File: config.mk
export PLATFORM = sky130hd
export DESIGN_NAME = tmsc_ctrl
export DESIGN_NICKNAME = d
export VERILOG_FILES = /design/src/design/tmsc_pkg.sv /design/src/design/tmsc_trig_edge.sv /design/src/design/tmsc_ctrl.sv
export SDC_FILE = /design/constraint.sdc
export NUM_CORES = 1
export LEC_CHECK = 0
export ABC_CLOCK_PERIOD_IN_PS = 1800
export BUFFER_PORTS_ARGS = -buffer_cell sky130_fd_sc_hd__buf_2
export CAP_MARGIN = 5
export CORE_ASPECT_RATIO = 1.1
export CORE_MARGIN = 8
export CORE_UTILIZATION = 44
export CTS_CLUSTER_DIAMETER = 120
export CTS_CLUSTER_SIZE = 20
export DETAILED_ROUTE_END_ITERATION = 16
export HOLD_SLACK_MARGIN = 0.06
export PLACE_DENSITY = 0.76
export REMOVE_ABC_BUFFERS = 1
export SLEW_MARGIN = 10
export SYNTH_ARGS = -nofsm -noshare
export SYNTH_HDL_FRONTEND = slang
export SYNTH_SLANG_ARGS = --single-unit
export TNS_END_PERCENT = 50
File: constraint.sdc
create_clock -name CLK -period 1.8 [get_ports CLK]
set_input_delay 0.54 -clock CLK [delete_from_list [all_inputs] [get_ports CLK]]
set_output_delay 0.54 -clock CLK [all_outputs]
set_load 0.1 [all_outputs]
File: src/design/tmsc_pkg.sv
// Package with register map, field positions and shared types of the mode/sync control block
package tmsc_pkg;
    localparam int TMSC_NCH = 8;
    localparam logic [7:0] TMSC_OFS_MODE = 8'h00;
    localparam logic [7:0] TMSC_OFS_SYNC = 8'h04;
    localparam logic [7:0] TMSC_OFS_PRESET = 8'h08;
    localparam logic [7:0] TMSC_OFS_MASK = 8'h0c;
    localparam logic [7:0] TMSC_OFS_WPON = 8'h10;
    localparam logic [7:0] TMSC_OFS_STAT = 8'h14;
    localparam logic [7:0] TMSC_MODE_RST = 8'h04;
    localparam logic [7:0] TMSC_SYNC_RST = 8'h00;
    localparam logic [7:0] TMSC_PRESET_RST = 8'h00;
    localparam logic [7:0] TMSC_MASK_RST = 8'h00;
    // Mode register fields
    localparam int TMSC_B_FIE = 7;
    localparam int TMSC_B_FM_HI = 6;
    localparam int TMSC_B_FM_LO = 5;
    localparam int TMSC_B_CAPT = 4;
    localparam int TMSC_B_POL = 3;
    localparam int TMSC_B_WPOFF = 2;
    localparam int TMSC_B_INIT = 1;
    localparam int TMSC_B_EXT = 0;
    // Sync register fields
    localparam int TMSC_B_SW = 7;
    localparam int TMSC_B_HW_SYNC_SELECT_0 = 4;
    localparam int TMSC_B_MSYNC = 3;
    localparam int TMSC_B_COUNTER_RELOAD_ON_SYNC = 2;
    localparam int TMSC_B_TOP = 1;
    localparam int TMSC_B_BOT = 0;

    typedef enum logic [1:0] {
        TMSC_FM_OFF = 2'b00,
        TMSC_FM_EVEN_MAN = 2'b01,
        TMSC_FM_ALL_MAN = 2'b10,
        TMSC_FM_ALL_AUTO = 2'b11
    } tmsc_fm_t;

    typedef struct packed {
        logic load_limits;
        logic counter_reload;
        logic mask_load;
    } tmsc_upd_t;

    typedef struct packed {
        logic fault_enable;
        logic even_only;
        logic auto_clear;
    } tmsc_fault_t;
endpackage : tmsc_pkg

File: src/design/tmsc_trig_edge.sv
// Rising edge detector for the external synchronization trigger inputs
`timescale 1ns/1ps
module tmsc_trig_edge #(
    parameter int WIDTH = 3
) (
    input wire logic clk,
    input wire logic nrst,
    input wire logic [WIDTH-1:0] level,
    output logic [WIDTH-1:0] rise
);
    logic [WIDTH-1:0] last;

    always_ff @(posedge clk or negedge nrst) begin
        if (!nrst) begin
            last <= '0;
        end else begin
            last <= level;
        end
    end

    assign rise = level & ~last;
endmodule : tmsc_trig_edge

File: src/design/tmsc_ctrl.sv
// Timer features mode, PWM synchronization, output preset and output mask control
// Operation
// - Fault irq raised on fault only when irq enable set and fault control on.
// - Fault mode: 00 off, 01 even manual, 10 all manual, 11 all auto.
// - Fault mode field written only while write protection is off.
// - Capture test enable bit; writable only while write protection is off.
// - Policy 0: all triggers drive all updates; 1: split soft and hard roles.
// - Protect-off reads as inverse of protect-on; writing 1 to protect-on clears it.
// - Protect-off set only after protect-on read as 1 then 1 written.
// - Writing 1 to init strobe forces unmasked outputs to presets; strobe reads 0.
// - Extended enable selects full register set; written only when unprotected.
// - Writing 1 to soft sync bit is a soft trigger when selected.
// - Selected external trigger rising edge is a synchronization trigger.
// - Mask loads from buffer every clock, or only on sync when selected.
// - Reload bit loads counter with start value on selected trigger.
// - Top boundary: after sync, limits load when counter reaches period.
// - Bottom boundary: after sync, limits load when counter reaches start value.
// - Each preset bit is the level driven on its channel at init, unless that channel is masked.
// - Mask writes go to a buffer; active mask follows sync rules.
// - Masked channel output is forced to its inactive level.
`timescale 1ns/1ps
module tmsc_ctrl
    import tmsc_pkg::*;
#(
    parameter int NCH = TMSC_NCH,
    parameter int NTRIG = 3
) (
    input wire logic CLK,
    input wire logic NRST,
    input wire logic [31:0] HADDR,
    input wire logic [1:0] HTRANS,
    input wire logic HWRITE,
    input wire logic [2:0] HSIZE,
    input wire logic HSEL,
    input wire logic HREADY,
    input wire logic [31:0] HWDATA,
    output logic [31:0] HRDATA,
    output logic HREADYOUT,
    output logic HRESP,
    input wire logic [NTRIG-1:0] EXT_TRIG,
    input wire logic FAULT_DETECT,
    input wire logic [NCH-1:0] CHAN_PWM,
    input wire logic [NCH-1:0] CHAN_INACTIVE,
    input wire logic AT_TOP,
    input wire logic AT_BOTTOM,
    output logic FAULT_IRQ,
    output logic [1:0] FAULT_MODE,
    output logic FAULT_ENABLE,
    output logic FAULT_EVEN_ONLY,
    output logic FAULT_AUTO_CLEAR,
    output logic CAPTURE_TEST,
    output logic EXTENDED_FEATURES,
    output logic COUNTER_RELOAD,
    output logic LIMITS_LOAD,
    output logic [NCH-1:0] CHAN_OUT
);
    // Register state
    logic fault_irq_enable;
    tmsc_fm_t fault_ctrl_select;
    logic capture_test_enable;
    logic sync_trigger_policy;
    logic write_protect_off;
    logic extended_features_enable;
    logic [7:0] sync_ctrl;
    logic [NCH-1:0] chan_preset_value;
    logic [NCH-1:0] mask_buffer;
    logic [NCH-1:0] chan_output_mask;
    logic wp_on_seen;
    logic limits_pending;
    logic init_hold;
    logic [NCH-1:0] chan_level;

    // AHB-Lite address phase capture
    logic dp_write;
    logic [7:0] dp_addr;

    wire logic access = HSEL & HREADY & HTRANS[1];
    wire logic [7:0] acc_addr = HADDR[7:0];
    wire logic mapped = (acc_addr[1:0] == 2'b00) && (acc_addr <= TMSC_OFS_STAT);

    always_ff @(posedge CLK or negedge NRST) begin
        if (!NRST) begin
            dp_write <= 1'b0;
            dp_addr <= 8'h00;
        end else begin
            dp_write <= access & HWRITE & mapped;
            dp_addr <= acc_addr;
        end
    end

    function automatic logic hit(input logic [7:0] a, input logic [7:0] ofs);
        return a == ofs;
    endfunction : hit

    wire logic wr_mode = dp_write & hit(dp_addr, TMSC_OFS_MODE);
    wire logic wr_sync = dp_write & hit(dp_addr, TMSC_OFS_SYNC);
    wire logic wr_preset = dp_write & hit(dp_addr, TMSC_OFS_PRESET);
    wire logic wr_mask = dp_write & hit(dp_addr, TMSC_OFS_MASK);
    wire logic wr_wpon = dp_write & hit(dp_addr, TMSC_OFS_WPON);
    wire logic [7:0] wd = HWDATA[7:0];

    // Read of the protect-on register in the address phase arms the unlock
    wire logic rd_wpon_now = access & ~HWRITE & hit(acc_addr, TMSC_OFS_WPON);
    wire logic write_protect_on = ~write_protect_off;

    // Trigger detection
    logic [NTRIG-1:0] trig_rise;

    tmsc_trig_edge #(
        .WIDTH(NTRIG)
    ) u_edge (
        .clk(CLK),
        .nrst(NRST),
        .level(EXT_TRIG),
        .rise(trig_rise)
    );

    wire logic soft_trig = wr_sync & wd[TMSC_B_SW] & sync_ctrl[TMSC_B_SW];
    wire logic hard_trig = |(trig_rise & sync_ctrl[TMSC_B_HW_SYNC_SELECT_0 +: NTRIG]);
    // Policy 1 splits the trigger roles; policy 0 lets either drive all
    wire logic any_trig = soft_trig | hard_trig;
    tmsc_upd_t upd;
    assign upd.load_limits = sync_trigger_policy ? soft_trig : any_trig;
    assign upd.counter_reload = sync_trigger_policy ? hard_trig : any_trig;
    assign upd.mask_load = sync_trigger_policy ? hard_trig : any_trig;

    wire logic boundary_hit = (sync_ctrl[TMSC_B_TOP] & AT_TOP)
        | (sync_ctrl[TMSC_B_BOT] & AT_BOTTOM);
    wire logic limits_pending_any = limits_pending | upd.load_limits;
    wire logic next_limits_load = limits_pending_any & boundary_hit;
    wire logic next_limits_pending = limits_pending_any & ~boundary_hit;

    wire logic next_mask_take = ~sync_ctrl[TMSC_B_MSYNC] | upd.mask_load;
    // Mask write and its load in the same cycle: the newly written value wins
    wire logic [NCH-1:0] mask_src = wr_mask ? wd[NCH-1:0] : mask_buffer;

    tmsc_fault_t fault;
    assign fault.fault_enable = fault_ctrl_select != TMSC_FM_OFF;
    assign fault.even_only = fault_ctrl_select == TMSC_FM_EVEN_MAN;
    assign fault.auto_clear = fault_ctrl_select == TMSC_FM_ALL_AUTO;

    wire logic next_fault_irq = fault_irq_enable & fault.fault_enable & FAULT_DETECT;

    // Mode register writes, protected fields gated by write protection
    always_ff @(posedge CLK or negedge NRST) begin
        if (!NRST) begin
            fault_irq_enable <= TMSC_MODE_RST[TMSC_B_FIE];
            fault_ctrl_select <= tmsc_fm_t'(TMSC_MODE_RST[TMSC_B_FM_HI:TMSC_B_FM_LO]);
            capture_test_enable <= TMSC_MODE_RST[TMSC_B_CAPT];
            sync_trigger_policy <= TMSC_MODE_RST[TMSC_B_POL];
            extended_features_enable <= TMSC_MODE_RST[TMSC_B_EXT];
        end else if (wr_mode) begin
            fault_irq_enable <= wd[TMSC_B_FIE];
            sync_trigger_policy <= wd[TMSC_B_POL];
            if (write_protect_off) begin
                fault_ctrl_select <= tmsc_fm_t'(wd[TMSC_B_FM_HI:TMSC_B_FM_LO]);
                capture_test_enable <= wd[TMSC_B_CAPT];
                extended_features_enable <= wd[TMSC_B_EXT];
            end
        end
    end

    // Protection handshake
    always_ff @(posedge CLK or negedge NRST) begin
        if (!NRST) begin
            write_protect_off <= TMSC_MODE_RST[TMSC_B_WPOFF];
            wp_on_seen <= 1'b0;
        end else begin
            if (wr_wpon && wd[0]) begin
                write_protect_off <= 1'b0;
                wp_on_seen <= 1'b0;
            end else if (wr_mode && wd[TMSC_B_WPOFF] && wp_on_seen) begin
                write_protect_off <= 1'b1;
                wp_on_seen <= 1'b0;
            end else if (rd_wpon_now && write_protect_on) begin
                wp_on_seen <= 1'b1;
            end
        end
    end

    // Sync control, preset and mask buffer
    always_ff @(posedge CLK or negedge NRST) begin
        if (!NRST) begin
            sync_ctrl <= TMSC_SYNC_RST;
            chan_preset_value <= TMSC_PRESET_RST[NCH-1:0];
            mask_buffer <= TMSC_MASK_RST[NCH-1:0];
            chan_output_mask <= TMSC_MASK_RST[NCH-1:0];
            limits_pending <= 1'b0;
        end else begin
            if (wr_sync) begin
                sync_ctrl <= wd;
            end
            if (wr_preset) begin
                chan_preset_value <= wd[NCH-1:0];
            end
            if (wr_mask) begin
                mask_buffer <= wd[NCH-1:0];
            end
            if (next_mask_take) begin
                chan_output_mask <= mask_src;
            end
            limits_pending <= next_limits_pending;
        end
    end

    // Channel output: init forces presets, then mask forces inactive level
    wire logic init_strobe = wr_mode & wd[TMSC_B_INIT];
    genvar ch;
    generate
        for (ch = 0; ch < NCH; ch++) begin : g_chan
            wire logic base = init_hold ? chan_level[ch] : CHAN_PWM[ch];
            wire logic next_level = init_strobe ? chan_preset_value[ch] : base;
            wire logic next_out = chan_output_mask[ch] ? CHAN_INACTIVE[ch] : next_level;
            always_ff @(posedge CLK or negedge NRST) begin
                if (!NRST) begin
                    chan_level[ch] <= 1'b0;
                    CHAN_OUT[ch] <= 1'b0;
                end else begin
                    chan_level[ch] <= next_level;
                    CHAN_OUT[ch] <= next_out;
                end
            end
        end
    endgenerate

    // Preset level holds until a counter reload trigger, or until CHAN_PWM differs from the held level
    always_ff @(posedge CLK or negedge NRST) begin
        if (!NRST) begin
            init_hold <= 1'b0;
        end else if (init_strobe) begin
            init_hold <= 1'b1;
        end else if (upd.counter_reload || CHAN_PWM != chan_level) begin
            init_hold <= 1'b0;
        end
    end

    // Registered control outputs
    always_ff @(posedge CLK or negedge NRST) begin
        if (!NRST) begin
            FAULT_IRQ <= 1'b0;
            FAULT_MODE <= 2'b00;
            FAULT_ENABLE <= 1'b0;
            FAULT_EVEN_ONLY <= 1'b0;
            FAULT_AUTO_CLEAR <= 1'b0;
            CAPTURE_TEST <= 1'b0;
            EXTENDED_FEATURES <= 1'b0;
            COUNTER_RELOAD <= 1'b0;
            LIMITS_LOAD <= 1'b0;
        end else begin
            FAULT_IRQ <= next_fault_irq;
            FAULT_MODE <= fault_ctrl_select;
            FAULT_ENABLE <= fault.fault_enable;
            FAULT_EVEN_ONLY <= fault.even_only;
            FAULT_AUTO_CLEAR <= fault.auto_clear;
            CAPTURE_TEST <= capture_test_enable;
            EXTENDED_FEATURES <= extended_features_enable;
            COUNTER_RELOAD <= upd.counter_reload & sync_ctrl[TMSC_B_COUNTER_RELOAD_ON_SYNC];
            LIMITS_LOAD <= next_limits_load;
        end
    end

    // Read mux, registered in the data phase
    wire logic [7:0] mode_rd = {fault_irq_enable, fault_ctrl_select, capture_test_enable,
        sync_trigger_policy, write_protect_off, 1'b0, extended_features_enable};
    wire logic [7:0] stat_rd = {5'h00, limits_pending, init_hold, FAULT_IRQ};
    logic [7:0] rd_sel;
    always_comb begin
        unique case (acc_addr)
            TMSC_OFS_MODE: rd_sel = mode_rd;
            TMSC_OFS_SYNC: rd_sel = sync_ctrl;
            TMSC_OFS_PRESET: rd_sel = chan_preset_value;
            TMSC_OFS_MASK: rd_sel = mask_buffer;
            TMSC_OFS_WPON: rd_sel = {7'h00, write_protect_on};
            TMSC_OFS_STAT: rd_sel = stat_rd;
            default: rd_sel = 8'h00;
        endcase
    end

    always_ff @(posedge CLK or negedge NRST) begin
        if (!NRST) begin
            HRDATA <= 32'h0000_0000;
            HREADYOUT <= 1'b1;
            HRESP <= 1'b0;
        end else begin
            HRDATA <= (access & ~HWRITE) ? {24'h00_0000, rd_sel} : 32'h0000_0000;
            HREADYOUT <= 1'b1;
            HRESP <= 1'b0;
        end
    end
endmodule : tmsc_ctrl

# ---- Word-level counts from Yosys, hierarchy flattened
# Index checks and enable logic that the tools add are counted.
dict set report totals {
  latchBits 0
  input_bits 96
  mem_count 0
  ram_bits 0
  rom_bits 0
  regBits 88
}
dict set report classes {
  mux 36
  add_sub_neg 0
  shift 0
  n_lt_le_gt_ge 1
  div 0
  multipliers 0
  n_reduce_logical 15
  bitwise 32
  eq_ne 12
}
# operator n
set ops {}
lappend ops {{case mux 8 bit (6 select lines)} 1}
lappend ops {{2-to-1 mux 1 bit} 33}
lappend ops {{equality test 8 x 4 -> 1 bit (second input constant)} 4}
lappend ops {{equality test 8 x 5 -> 1 bit (second input constant)} 3}
lappend ops {{AND 1 bit} 21}
lappend ops {{equality test 8 x 3 -> 1 bit (second input constant)} 2}
lappend ops {{logical NOT 8 bit} 2}
lappend ops {{2-to-1 mux 8 bit} 2}
lappend ops {{<= comparator 8 x 5 -> 1 bit (second input constant)} 1}
lappend ops {{!= test 8 bit} 1}
lappend ops {{AND 3 bit} 2}
lappend ops {{nonzero test 2 bit} 3}
lappend ops {{logical AND 1 bit} 5}
lappend ops {{NOT 1 bit} 4}
lappend ops {{bitwise OR 1 bit} 4}
lappend ops {{NOT 3 bit} 1}
lappend ops {{nonzero test 3 bit} 1}
lappend ops {{OR reduction 3 bit} 1}
lappend ops {{equality test 2 x 1 -> 1 bit (second input constant)} 1}
lappend ops {{equality test 2 bit (second input constant)} 1}
lappend ops {{logical NOT 2 bit} 1}
lappend ops {{AND reduction 2 bit} 1}
lappend ops {{logical OR 1 bit} 1}

# ---- Longest topological paths before layout
dict set report depth {
  ltp_word 9
  mapped_depth 5
  depth_no_buf 4
}

# ---- Modules after synthesis
# From an unflattened synthesis, not the netlist that was laid out.
dict set report hier_totals {
  hier_cells 301
  hier_area_um2 3903.7
}
# mod cells_each area_each_um2 instances
set by_module_without_submodules {}
lappend by_module_without_submodules {tmsc_ctrl 295 3787.4 1}
lappend by_module_without_submodules {tmsc_trig_edge 6 116.4 1}

# ---- Least setup slack after synthesis
# OpenSTA, ideal clock, no wires.
dict set report synth_path {
  kind {in2reg}
  from {in HADDR[1]}
  to {reg wp_on_seen}
  required_ns 1.735
  arrival_time_ns 1.849
  setup_ns 0.065
  slack_ns -0.114
  stages 4
  n_path_buf 0
  cell_sequence {or4_1 > or3_4 > nor4_1 > o221a_2}
}
dict set report synth_via {
  elab_chain_len 4
}
# element line
set synth_lines {}
lappend synth_lines {{start, declared} tmsc_ctrl.sv:30} ;# input wire logic [31:0] HADDR,
lappend synth_lines {{equality test 8 x 5 -> 1 bit} tmsc_ctrl.sv:92} ;# return a == ofs;
lappend synth_lines {{AND 1 bit} tmsc_ctrl.sv:103} ;# wire logic rd_wpon_now = access & ~HWRITE & hit(acc_addr, TMSC_OFS_WPON);
lappend synth_lines {{logical AND 1 bit} tmsc_ctrl.sv:175} ;# end else if (rd_wpon_now && write_protect_on) begin
lappend synth_lines {{nonzero test 3 bit (no line)} -}
lappend synth_lines {{end signal, assigned} tmsc_ctrl.sv:171} ;# wp_on_seen <= 1'b0;
lappend synth_lines {{end signal, assigned} tmsc_ctrl.sv:174} ;# wp_on_seen <= 1'b0;
lappend synth_lines {{end signal, assigned} tmsc_ctrl.sv:176} ;# wp_on_seen <= 1'b1;
lappend synth_lines {{end, declared} tmsc_ctrl.sv:68} ;# logic wp_on_seen;
# No other way between the ends.
# A chain may end at the register's enable or synchronous reset.

# ---- Worst setup path in the final report
dict set report layout_path {
  from {reg dp_addr[5]}
  to {reg chan_output_mask[6]}
}
dict set report layout_via {
  elab_cells_between_ends 10
  cone_classes {eq/ne (2); mux (2); bitwise (6)}
}
# element line
set layout_lines {}
lappend layout_lines {{start, declared} tmsc_ctrl.sv:75} ;# logic [7:0] dp_addr;
lappend layout_lines {{start signal, assigned} tmsc_ctrl.sv:87} ;# dp_addr <= acc_addr;
lappend layout_lines {{equality test 8 x 4 -> 1 bit} tmsc_ctrl.sv:92}
lappend layout_lines {{AND 1 bit} tmsc_ctrl.sv:98} ;# wire logic wr_mask = dp_write & hit(dp_addr, TMSC_OFS_MASK);
lappend layout_lines {{2-to-1 mux 8 bit} -}
lappend layout_lines {{via mask_src[6]} tmsc_ctrl.sv:135} ;# wire logic [NCH-1:0] mask_src = wr_mask ? wd[NCH-1:0] : mask_buffer;
lappend layout_lines {{end signal, assigned} tmsc_ctrl.sv:187} ;# chan_output_mask <= TMSC_MASK_RST[NCH-1:0];
lappend layout_lines {{end signal, assigned} tmsc_ctrl.sv:200} ;# chan_output_mask <= mask_src;
lappend layout_lines {{end, declared} tmsc_ctrl.sv:67} ;# logic [NCH-1:0] chan_output_mask;
# The timed path passes the listed nets, and every way through them passes these cells.

==> impl_metrics.csv <==
group,metric,value,unit
outcome,outcome,"finished with violations",
outcome,violations,"negative setup slack",
timing,finalHoldViolCount,0,
place,dpl.hpwl,6.39,mm
clocking,cts.sinks,88,
global_route,grtUsageTotal,0.145,
timing,fmax,550,MHz
setup_path,cp_data_required_time,2050,ps
logic_synthesis,muxShareOfSynthArea,0.177,
clocking,clk_pin_slew_worst_paths,90,ps
timing,skew,7.45,ps
floorplan,die_y,114,um
global_route,overflow,0,
drt,wirelength,8.58,mm
timing,finalWorstSetupSlack,-16.8,ps
power,power_density,950,nW/um2
power,power,4.39,mW
logic_synthesis,ys_ff_latch,88,
clocking,clock-root-buffer,"clkbuf_8",
cells_and_area,seq_area,2200,um2
setup_path,crit_path_end_kind,"flip-flop",
setup_path,endpoint,"chan_output_mask[6]$_DFFE_PN0P_",
setup_path,r2r_slack,-20,ps
logic_synthesis,synthXorXnorAreaFrac,0.0183,
clocking,cts_made_buffers,9,
floorplan,start_util,0.455,
clocking,clk_latency,360,ps
drt,viasPerCell,4.99,
logic_synthesis,yosys-top-cells-area,"dfrtp_1 (57%), mux2_2 (11%), buf_4 (5.1%), mux4_2 (4.1%), mux2i_1 (2.1%)",
timing,min_period,1820,ps
setup_path,rr_worst_depth,6,
logic_synthesis,synth_top_family_by_area,"multiplexers",
logic_synthesis,avgSynthCellArea,13.2,um2
floorplan,die_area,11900,um2
drt,drtIter0Drc,72,
global_route,antenna_found_initial,1,
global_route,grt_pass1_vias,2740,
cells_and_area,design_area,4620,um2
logic_synthesis,synth_ff_type,"dfrtp_1",
logic_synthesis,ys_seq_area_frac,0.576,
logic_synthesis,synthTopCellsByCount,"dfrtp_1 (87), mux2_2 (39), buf_4 (26)",
power,ir_worst_vdd,0.411,mV
timing,rsz0062_at_grt,"true",
logic_synthesis,yosys_warnings,0,
logic_synthesis,synth_fa_ha_area_frac,0,
timing,slew_violations,0,
drt,ant_nets,0,
drt,drc,0,
logic_synthesis,synth_edf_count,0,
cells_and_area,fillers,733,
place,gp_congestion,0.820,
min_path,holdCritPathClass,"input port to async pin",
power,leakage,2.11,nW
setup_path,worstSetupPathType,"flip-flop to flip-flop",
logic_synthesis,synth_top_area_share,0.570,
logic_synthesis,synth-async-reset-ratio,1.00,
floorplan,core_area,8410,um2
cells_and_area,syn_to_final_growth,20.9,%
place,place_area,4320,um2
cells_and_area,multi_input_area,1580,um2
global_route,grt_start_max_net_pins,36,
logic_synthesis,netlist_instances,289,
timing,setup_viol,7,
logic_synthesis,synth_compound_area_frac,0.0406,
setup_path,rr_endpoint,"chan_output_mask[6]$_DFFE_PN0P_",
cells_and_area,drive_gt1_frac,0.435,
clocking,clk_path_buf_depth,2,
global_route,grt_pass1_wl,13.7,mm
cells_and_area,antenna_cells,0,
setup_path,crit_fanout,8,
floorplan,fp.dieW,105,um
floorplan,rows,35,
cells_and_area,nNetsFinal,475,
clocking,cts_tree,"done",
timing,fin_crit_sh,1.01,
drt,drt-pass1-iter-count,4,
logic_synthesis,synthDistinctLibCells,41,
setup_path,crit_start,"dp_addr[5]$_DFF_PN0_",
drt,route.detailed.wl_per_inst,17.3,um
logic_synthesis,synth_simple_gate_area_frac,0.129,
drt,dr_total_vias,2468,
floorplan,ios,148,
setup_path,worstPathArrival,2060,ps
logic_synthesis,netlist_area,3820,um2
place,io_buffers,69,
clocking,cts_hold_buf,0,
clocking,htree_levels,3,
logic_synthesis,yosysMostFrequentCell,"dfrtp_1",
logic_synthesis,yosys.area.top_type,"dfrtp_1",
run,maxCapViolCount,0,
setup_path,critPathLaunchType,"flip-flop",
setup_path,regToRegStartpoint,"dp_addr[5]$_DFF_PN0_",
## stage by stage
step	hold slack (ps)	setup TNS (ps)	worst slack, ps	utilization	cells
after CTS	123	-57.4	-14.7	0.543	495
after global routing	146	-497	-75.5	0.550	495
after floorplan	244	-658	-114	-	283
final	116	-59.7	-16.8	0.550	495
after global placement	388	-2780	-266	0.514	478
after detailed placement	392	-3100	-283	0.514	478
## placed cells by master (no fill, tap or decap), types with 2 or more instances in the layout
cell,n
buf_4,12
nor2_1,18
dfrtp_1,87
nor2_2,2
nand2b_1,4
mux2_4,4
nor2b_1,11
o21ai_0,2
nand3_1,3
clkinv_2,2
a21oi_1,2
nand2_1,13
o31ai_2,2
mux2i_1,8
clkinvlp_4,3
nand3b_1,3
and2_1,9
o221a_2,2
nand4_4,2
conb_1,26
nand4b_1,2
mux4_2,7
buf_2,68
nor4_1,2
a22oi_1,2
xnor2_1,5
buf_6,3
mux2_2,35
xor2_1,3
o21a_1,2
buf_12,2
and3_1,2
clkbuf_8,9
nand4_1,2
o31ai_1,6
## cells by family (layout without fill, tap and decap cells)
kind of cell | Yosys count | count (layout)
other | 2 | 26
multiplexers | 54 | 54
AO/OA/AOI/OAI | 20 | 20
AND/OR/NAND/NOR | 86 | 86
flip-flops | 88 | 88
XOR/XNOR | 8 | 8
buffers and inverters | 31 | 102
## where the power goes
group / internal [mW] / switching (mW)
Combinational: 0.214 / 0.674
Clock: 0.640 / 0.703
Sequential: 2.09 / 0.0739
Total: 2.94 / 1.45
## final cells by class
class	count	area share
sequential	88	0.477
tap	111	0.0300
timing repair buffer	85	0.109
clock buffer	9	0.0268
inverter	1	0.000812
multi-input combinational	194	0.341
clock inverter	7	0.0154
## critical path: stages (launching register included)
cell and delay (ps):
dfrtp_1 410, nor4b_4 290, buf_6 170, nand4_4 100, buf_12 170, mux2_2 290
mux2_2 270
## layer usage
layer  wire [um]  up-vias  track usage
li1            -     1147            -
met1        3450     1219        0.160
met2        4420       82        0.254
met4         182        2       0.0657
met3         513       18       0.0395
met5          13        -            0
## worst min-delay path by stage
| stage | startpoint | to | slack, ps | depth (start not counted) |
|---|---|---|---|---|
| 3_5_place_dp | capture_test_enable$_DFFE_PN0P_ | CAPTURE_TEST$_DFF_PN0_ | 390 | 0 |
| 3_3_place_gp | capture_test_enable$_DFFE_PN0P_ | CAPTURE_TEST$_DFF_PN0_ | 390 | 0 |
| 5_1_grt | NRST | sync_ctrl[6]$_DFFE_PN0N_ | 150 | 1 |
| 2_1_floorplan | NRST | CAPTURE_TEST$_DFF_PN0_ | 240 | 0 |
| 4_1_cts | NRST | u_edge.last[0]$_DFF_PN0_ | 120 | 1 |
| 6_report | NRST | u_edge.last[0]$_DFF_PN0_ | 120 | 1 |
## timing repair
| item | 4_1_cts | 5_1_grt |
|---|---|---|
| resized for setup | 7 | 13 |
| buffers inserted | 1 | 0 |
| endpoints found under the setup margin | 10 | 18 |
| pin swaps | 2 | 2 |
## sequential cells by signal (all words and copies together), names as in the netlist, 2 cells and up
name	flops
chan_output_mask	8
u_edge.last	3
mask_buffer	8
FAULT_MODE	2
HRDATA	8
chan_level	8
chan_preset_value	8
fault_ctrl_select	2
sync_ctrl	8
CHAN_OUT	8
dp_addr	8
Power figures use the tool's default switching activity.
